### config.mk
export PLATFORM = sky130hd
export DESIGN_NAME = spmt_sector_map_table
export DESIGN_NICKNAME = d
export VERILOG_FILES = /design/src/spmt_pkg.sv /design/src/spmt_detect_pack.sv /design/src/spmt_byte_rom.sv /design/src/spmt_sector_map_table.sv
export SDC_FILE = /design/constraint.sdc
export NUM_CORES = 1
export LEC_CHECK = 0
export ABC_AREA = 1
export ABC_CLOCK_PERIOD_IN_PS = 1000
export BUFFER_PORTS_ARGS = -buffer_cell sky130_fd_sc_hd__buf_4
export CORE_UTILIZATION = 62
export CTS_CLUSTER_SIZE = 24
export DETAILED_ROUTE_END_ITERATION = 10
export MAX_ROUTING_LAYER = met4
export PLACE_DENSITY = 0.82
export SYNTH_ARGS = -nofsm -noshare
export SYNTH_HDL_FRONTEND = slang
export SYNTH_HIERARCHICAL = 1
export SYNTH_SLANG_ARGS = --single-unit
### constraint.sdc
create_clock -name clk_i -period 1 [get_ports clk_i]
set_input_delay 0.05 -clock clk_i [delete_from_list [all_inputs] [get_ports clk_i]]
set_output_delay 0.05 -clock clk_i [all_outputs]
set_load 0.01 [all_outputs]
### src/spmt_pkg.sv
// constants for the sector map parameter table slice: byte offsets,
// descriptor field encodings and the configuration index values.
// assumes the host reads the table one byte per request on the device clock.
//
// How it works
// - in the second detection descriptor, a masked bit reading one means the small sectors sit at the top.
// - both detection descriptors carry variable address length, variable latency and instruction 65h.
// - the second descriptor's address word reads 02h, 00h, 00h, 00h at offsets 54h to 57h.
// - the third descriptor's mask is 02h, selecting the uniform block size bit; with its end bit set, its low byte reads FDh.
// - the third descriptor has its end bit set and command bit clear; the second has both clear.
// - the third descriptor's address word reads 04h, 00h, 00h, 00h at offsets 5Ch to 5Fh.
// - the first map header reports a region count of 02h, meaning three regions.
// - the first map header carries configuration ID 01h.
// - the map header's low byte at offset 60h reads FEh.
// - the map header's reserved top byte at offset 63h reads FFh.
// - the second descriptor's mask is 04h, selecting the top or bottom placement bit.
// - configuration index 05h, third register bit set and first clear, means uniform 256-KB sectors.

package spmt_pkg;
	// ----------------------------------------
	// table geometry
	// ----------------------------------------
	localparam int unsigned SPMT_TABLE_LEN = 20;
	localparam int unsigned SPMT_IDX_W = 5;
	localparam logic [7:0] SPMT_TABLE_BASE = 8'h50;
	localparam logic [7:0] SPMT_TABLE_LAST = 8'h63;
	localparam logic [7:0] SPMT_OFS_DET2_CTRL = 8'h50;
	localparam logic [7:0] SPMT_OFS_DET2_ADDR = 8'h54;
	localparam logic [7:0] SPMT_OFS_DET3_CTRL = 8'h58;
	localparam logic [7:0] SPMT_OFS_DET3_ADDR = 8'h5c;
	localparam logic [7:0] SPMT_OFS_MAP1_HDR = 8'h60;
	localparam logic [7:0] SPMT_OFS_MAP1_RSVD = 8'h63;
	localparam logic [7:0] SPMT_UNMAPPED_BYTE = 8'hff;

	// ----------------------------------------
	// detection descriptor fields
	// ----------------------------------------
	localparam logic [1:0] SPMT_ADDR_LEN_VAR = 2'h3;
	localparam logic [1:0] SPMT_RFU2 = 2'h3;
	localparam logic [3:0] SPMT_LATENCY_VAR = 4'hf;
	localparam logic [7:0] SPMT_INSTR_READ_ANY = 8'h65;
	localparam logic [5:0] SPMT_RFU6 = 6'h3f;
	localparam logic SPMT_CMD_DESC = 1'b0;
	localparam logic [7:0] SPMT_MASK_TOP_SELECT = 8'h04;
	localparam logic [7:0] SPMT_MASK_UNIFORM_SIZE = 8'h02;
	localparam logic [31:0] SPMT_ADDR_NV_CFG_ONE = 32'h0000_0002;
	localparam logic [31:0] SPMT_ADDR_NV_CFG_THREE = 32'h0000_0004;

	// ----------------------------------------
	// first map header fields
	// ----------------------------------------
	localparam logic [7:0] SPMT_MAP_RSVD = 8'hff;
	localparam logic [7:0] SPMT_MAP1_REGION_CNT = 8'h02;
	localparam logic [7:0] SPMT_MAP1_CONFIG_ID = 8'h01;
	localparam logic [5:0] SPMT_MAP_LOW_RFU = 6'h3f;
	localparam logic SPMT_MAP_DESC = 1'b1;
	localparam logic SPMT_MAP1_END = 1'b0;

	// ----------------------------------------
	// configuration index values
	// ----------------------------------------
	localparam logic [7:0] SPMT_CFG_IDX_BOTTOM = 8'h01;
	localparam logic [7:0] SPMT_CFG_IDX_TOP = 8'h03;
	localparam logic [7:0] SPMT_CFG_IDX_UNIFORM = 8'h05;
	localparam logic [7:0] SPMT_CFG_IDX_BAD = 8'h07;
endpackage : spmt_pkg

### src/spmt_detect_pack.sv
// builds one configuration detection descriptor (control and address dword).
// assumes its parameters are constants, so both outputs are fixed values.
`timescale 1ns/10ps
`default_nettype none

module spmt_detect_pack #(
	parameter logic [7:0] READ_MASK = 8'h00,
	parameter logic [31:0] CMD_ADDR = 32'h0000_0000,
	parameter logic END_FLAG = 1'b0
) (
	// descriptor words
	output logic [31:0] ctrl_dword_o,
	output logic [31:0] addr_dword_o
);
	import spmt_pkg::*;

	// variable length, latency and read-any-register for every descriptor
	assign ctrl_dword_o = {READ_MASK, SPMT_ADDR_LEN_VAR, SPMT_RFU2, SPMT_LATENCY_VAR,
		SPMT_INSTR_READ_ANY, SPMT_RFU6, SPMT_CMD_DESC, END_FLAG};
	assign addr_dword_o = CMD_ADDR;
endmodule : spmt_detect_pack

`default_nettype wire

### src/spmt_byte_rom.sv
// byte-wide read-only table with a registered read port.
// assumes the table input is constant; unmapped reads return the filler byte.
`timescale 1ns/10ps
`default_nettype none

module spmt_byte_rom #(
	parameter int unsigned DEPTH = 20,
	parameter int unsigned IDX_W = 5
) (
	// clock and reset
	input wire logic clk_i,
	input wire logic reset_n_i,
	// table contents
	input wire logic [8*DEPTH-1:0] table_i,
	// read port
	input wire logic rd_en_i,
	input wire logic hit_i,
	input wire logic [IDX_W-1:0] idx_i,
	output logic [7:0] data_o
);
	import spmt_pkg::*;

	logic [7:0] data;
	logic [7:0] next_data;

	always_comb begin
		next_data = data;
		if (rd_en_i) begin
			next_data = hit_i ? table_i[8*idx_i +: 8] : SPMT_UNMAPPED_BYTE;
		end
	end

	always_ff @(posedge clk_i or negedge reset_n_i) begin
		if (!reset_n_i) begin
			data <= SPMT_UNMAPPED_BYTE;
		end else begin
			data <= next_data;
		end
	end

	assign data_o = data;
endmodule : spmt_byte_rom

`default_nettype wire

### src/spmt_sector_map_table.sv
// sector map parameter table slice: detection descriptors two and three
// and the first map header, read one byte per request.
// assumes requests come from host-facing logic on the same clock, and that
// the two configuration bits are held by nonvolatile logic on that clock.
`timescale 1ns/10ps
`default_nettype none

module spmt_sector_map_table (
	// clock and reset
	input wire logic clk_i,
	input wire logic reset_n_i,
	// byte read port
	input wire logic rd_req_i,
	input wire logic [7:0] rd_offset_i,
	output logic [7:0] rd_data_o,
	output logic rd_valid_o,
	output logic rd_hit_o,
	// live configuration bits
	input wire logic param_sector_top_select_i,
	input wire logic uniform_map_select_i,
	// decoded configuration
	output logic [7:0] cfg_index_o,
	output logic map_uniform_o,
	output logic cfg_supported_o
);
	import spmt_pkg::*;

	// ----------------------------------------
	// table contents
	// ----------------------------------------
	logic [31:0] det2_ctrl;
	logic [31:0] det2_addr;
	logic [31:0] det3_ctrl;
	logic [31:0] det3_addr;
	logic [31:0] map1_hdr;
	logic [8*SPMT_TABLE_LEN-1:0] table_flat;

	// placement bit of register one, not the last descriptor
	spmt_detect_pack #(
		.READ_MASK(SPMT_MASK_TOP_SELECT),
		.CMD_ADDR(SPMT_ADDR_NV_CFG_ONE),
		.END_FLAG(1'b0)
	) u_det2 (
		.ctrl_dword_o(det2_ctrl),
		.addr_dword_o(det2_addr)
	);

	// block size bit of register three closes the detection list
	spmt_detect_pack #(
		.READ_MASK(SPMT_MASK_UNIFORM_SIZE),
		.CMD_ADDR(SPMT_ADDR_NV_CFG_THREE),
		.END_FLAG(1'b1)
	) u_det3 (
		.ctrl_dword_o(det3_ctrl),
		.addr_dword_o(det3_addr)
	);

	assign map1_hdr = {SPMT_MAP_RSVD, SPMT_MAP1_REGION_CNT, SPMT_MAP1_CONFIG_ID,
		SPMT_MAP_LOW_RFU, SPMT_MAP_DESC, SPMT_MAP1_END};

	// little-endian: lowest offset in the low byte
	assign table_flat = {map1_hdr, det3_addr, det3_ctrl, det2_addr, det2_ctrl};

	// ----------------------------------------
	// request decode
	// ----------------------------------------
	logic req_hit;
	logic [7:0] rel_offset;
	logic [SPMT_IDX_W-1:0] req_idx;

	assign req_hit = (rd_offset_i >= SPMT_TABLE_BASE) && (rd_offset_i <= SPMT_TABLE_LAST);
	assign rel_offset = rd_offset_i - SPMT_TABLE_BASE;
	assign req_idx = rel_offset[SPMT_IDX_W-1:0];

	spmt_byte_rom #(
		.DEPTH(SPMT_TABLE_LEN),
		.IDX_W(SPMT_IDX_W)
	) u_rom (
		.clk_i(clk_i),
		.reset_n_i(reset_n_i),
		.table_i(table_flat),
		.rd_en_i(rd_req_i),
		.hit_i(req_hit),
		.idx_i(req_idx),
		.data_o(rd_data_o)
	);

	// ----------------------------------------
	// answer strobe
	// ----------------------------------------
	logic rd_valid;
	logic rd_hit;
	logic next_rd_valid;
	logic next_rd_hit;

	always_comb begin
		next_rd_valid = rd_req_i;
		next_rd_hit = rd_hit;
		if (rd_req_i) begin
			next_rd_hit = req_hit;
		end
	end

	always_ff @(posedge clk_i or negedge reset_n_i) begin
		if (!reset_n_i) begin
			rd_valid <= 1'b0;
			rd_hit <= 1'b0;
		end else begin
			rd_valid <= next_rd_valid;
			rd_hit <= next_rd_hit;
		end
	end

	assign rd_valid_o = rd_valid;
	assign rd_hit_o = rd_hit;

	// ----------------------------------------
	// configuration index
	// ----------------------------------------
	// mirrors what a host derives from the two detection reads
	logic [7:0] cfg_index;
	logic [7:0] next_cfg_index;
	logic map_uniform;
	logic next_map_uniform;
	logic cfg_supported;
	logic next_cfg_supported;

	always_comb begin
		case ({uniform_map_select_i, param_sector_top_select_i})
			2'b00: next_cfg_index = SPMT_CFG_IDX_BOTTOM;
			2'b01: next_cfg_index = SPMT_CFG_IDX_TOP;
			2'b10: next_cfg_index = SPMT_CFG_IDX_UNIFORM;
			default: next_cfg_index = SPMT_CFG_IDX_BAD;
		endcase
		// flags decoded ahead of the register so they move with the index
		next_map_uniform = (next_cfg_index == SPMT_CFG_IDX_UNIFORM);
		// both bits set is not a supported map combination
		next_cfg_supported = (next_cfg_index != SPMT_CFG_IDX_BAD);
	end

	always_ff @(posedge clk_i or negedge reset_n_i) begin
		if (!reset_n_i) begin
			cfg_index <= SPMT_CFG_IDX_BOTTOM;
			map_uniform <= 1'b0;
			cfg_supported <= 1'b1;
		end else begin
			cfg_index <= next_cfg_index;
			map_uniform <= next_map_uniform;
			cfg_supported <= next_cfg_supported;
		end
	end

	assign cfg_index_o = cfg_index;
	assign map_uniform_o = map_uniform;
	assign cfg_supported_o = cfg_supported;

	// same offset twice must give the same byte
	logic [7:0] last_ofs;
	logic [7:0] last_byte;
	logic last_ok;
	always_ff @(posedge clk_i or negedge reset_n_i) begin
		if (!reset_n_i) begin
			last_ofs <= 8'h00;
			last_byte <= 8'h00;
			last_ok <= 1'b0;
		end else begin
			if (rd_req_i) begin
				last_ofs <= rd_offset_i;
			end
			if (rd_valid_o) begin
				last_byte <= rd_data_o;
				last_ok <= 1'b1;
			end
		end
	end
endmodule : spmt_sector_map_table

`default_nettype wire

==> impl_metrics.tcl <==
set metrics [dict create \
    hp-class "input pin to flip-flop" \
    period_needed_ns 0.9669 \
    routed_wl_microns 6747 \
    busiest_layer "met2" \
    cellPowerDensity_nw_per_um2 603.4 \
    cts_buffers 3 \
    htree_levels 1 \
    cap_viol_max_count 0 \
    rsz0062_at_grt "no" \
    antenna_found_initial 0 \
    path_buf_inv 1 \
    core_sq_um 5574 \
    n_antenna_cell 0 \
    cts.sink_count 14 \
    crit_type "flip-flop to output pin" \
    setup_violations 0 \
    die_area_sq_um 6198 \
    final_common_cell "nand2_1" \
    numPlacedInstances 815 \
    cp_slowest_cell "dfstp_2" \
    finalPower_mw 2.249 \
    drt_iter0_drc 63 \
    use_met2_pct 45.13 \
    crit_path_max_fanout 2 \
    cts_max_path_buffers 2 \
    ys_types 22 \
    crit_chain "buf_4" \
    ys_seq_elements 14 \
    fin_nets 764 \
    viasPerCell 4.038 \
    gr-usage-met3_pct 2.759 \
    r2r-start "u_rom/data_o[6]" \
    finalHoldViolations 0 \
    critPathArrivalTime_ns 0.92 \
    crit_required_ns 0.95 \
    yosysWarnings 6 \
    avgSynthCellArea_sq_um 5.282 \
    vias 3319 \
    drive_gt1_share_pct 10.40 \
    grt_pass1_vias 3030 \
    dr.pass1.iters 4 \
    finalCritPeriodShare_pct 96.69 \
    final_cells 822 \
    netlist_instances 691 \
    clk-insertion-delay-late_ns 0.25 \
    slowest_delay_ns 0.55 \
    die_height_microns 78.73 \
    grt_remaining_overflow 0 \
    cp_top_family "flip-flops" \
    critPathLaunch "u_rom/data_o[4]" \
    netlist_area_sq_um 3650 \
    worstSetupEndpointType "output pin" \
    post_dp_cell_area_sq_um 3637 \
    gr-usage-met1_pct 26.60 \
    cts_tree "yes" \
    routabilityCongestion 0.8859 \
    fill_cells 546 \
    skew_ns 0 \
    post_cts.repair.setup_buffers 0 \
    grtUsageTotal_pct 23.84 \
    root_buffer "clkbuf_8" \
    most-common-layout-cells "nand2_1 (223), conb_1 (166), inv_1 (132), nand3_1 (81), buf_4 (49)" \
    ys_seq_area_share_pct 9.907 \
    rr_endpoint "u_rom/data_o[6]" \
    clk_pin_slew_ns 0.06 \
    grt_max_degree 35 \
    post_drt_wl_per_cell_microns 8.208 \
    vdd_ir_drop_max_uv 1020 \
    maxSlewViolCount 0 \
    outcome "finished, final reports clean" \
    io_pins 33 \
    worstSetupEndpoint "rd_data_o[4]" \
    start_kind "flip-flop" \
    rows 27 \
    post-dp-hpwl_microns 5070 \
    drc 0 \
    rr_worst_depth 2 \
    start_util_pct 65.48 \
    die_w_microns 78.73 \
    leakagePower_nw 2.396 \
    io_buffers 26 \
    critical_path_depth 1 \
    fmax_mhz 1034 \
    rrSetupSlack_ns 0.21 \
    design_area_sq_um 3727 \
    area_growth_pct 2.125 \
    ant_nets 0 \
    grt_first_pass_wirelength_microns 11870 \
]
## power by group
group / switching [mW] / internal [mW]
logic: 0.666 / 0.454
clock network: 0.219 / 0.283
registers: 0.0159 / 0.612
## layout make-up
| type | count | area [sq um] | area share (%) |
|---|---|---|---|
| sequential | 14 | 361.6 | 9.701 |
| tap | 72 | 90.09 | 2.417 |
| inverter | 138 | 520.5 | 13.96 |
| clock buffer | 4 | 45.04 | 1.208 |
| timing repair buffer | 60 | 531.8 | 14.27 |
| multi-input combinational | 534 | 2178 | 58.44 |
## routing by layer
metal | routed length, microns | vias up
met5 | 0 | -
met4 | 85 | 0
met3 | 243 | 10
met2 | 3446 | 58
met1 | 2971 | 1409
li1 | - | 1842
## cells in the mapped netlist
cell	count	area, sq um
a21oi_1	8	40.04
and2_1	1	6.260
buf_2	21	105.1
buf_4	136	1021
buf_6	5	56.30
clkbuf_1	3	11.26
clkinv_1	3	11.26
conb_1	6	22.52
dfrtp_1	5	125.1
dfstp_2	9	236.5
inv_1	133	499.2
inv_2	1	3.750
inv_4	1	6.260
nand2_1	223	837.1
nand2_2	1	6.260
nand3_1	81	405.4
nor2_1	26	97.59
nor2_2	3	18.77
nor3_2	1	10.01
o21ai_0	8	40.04
o21ai_1	8	40.04
o22ai_1	8	50.05
## sequential cells by signal, summed over array words and instances, names as in the netlist
name,count
u_rom/data_o,8
cfg_supported_o,1
rd_hit_o,1
cfg_index_o,2
map_uniform_o,1
rd_valid_o,1
## cell families (layout without fill, tap and decap cells)
family	count (synthesis)	in the layout	synth area share, %
DFF	14	14	9.908
AOI/OAI and AO/OA	32	32	4.663
and+or+nand+nor	336	336	37.85
other	6	166	0.6170
buffers and inverters	303	202	46.97
## per-stage QoR
stage / worst slack (ns) / setup TNS [ns] / utilization [%] / hold WS, ns
floorplan: 0.03912 / 0 / - / -0.2456
global placement: -0.1321 / -0.7168 / 65.25 / -0.09913
detailed placement: -0.1459 / -0.8739 / 65.25 / -0.09782
CTS: 0.03620 / 0 / 66.60 / 0.001806
global route: 0.008790 / 0 / 66.87 / 0.01170
finish: 0.03310 / 0 / 66.87 / 0.005895
## timing repair
item,4_1_cts,5_1_grt
gates resized for setup,0,5
setup endpoints to repair,0,8
hold buffers,3,0
hold endpoints to repair,18,0
## how the worst min path moves through the flow
stage / start / to / slack [ns] / cells after the start
2_1_floorplan: reset_n_i / cfg_index_o[1] / -0.25 / 0
3_3_place_gp: reset_n_i / cfg_index_o[2] / -0.1 / 1
3_5_place_dp: reset_n_i / rd_hit_o / -0.1 / 1
4_1_cts: rd_req_i / rd_valid_o / 0.002 / 1
5_1_grt: rd_req_i / rd_valid_o / 0.01 / 1
6_report: rd_req_i / rd_valid_o / 0.006 / 1
No activity file was read; power rests on OpenSTA's default activity.
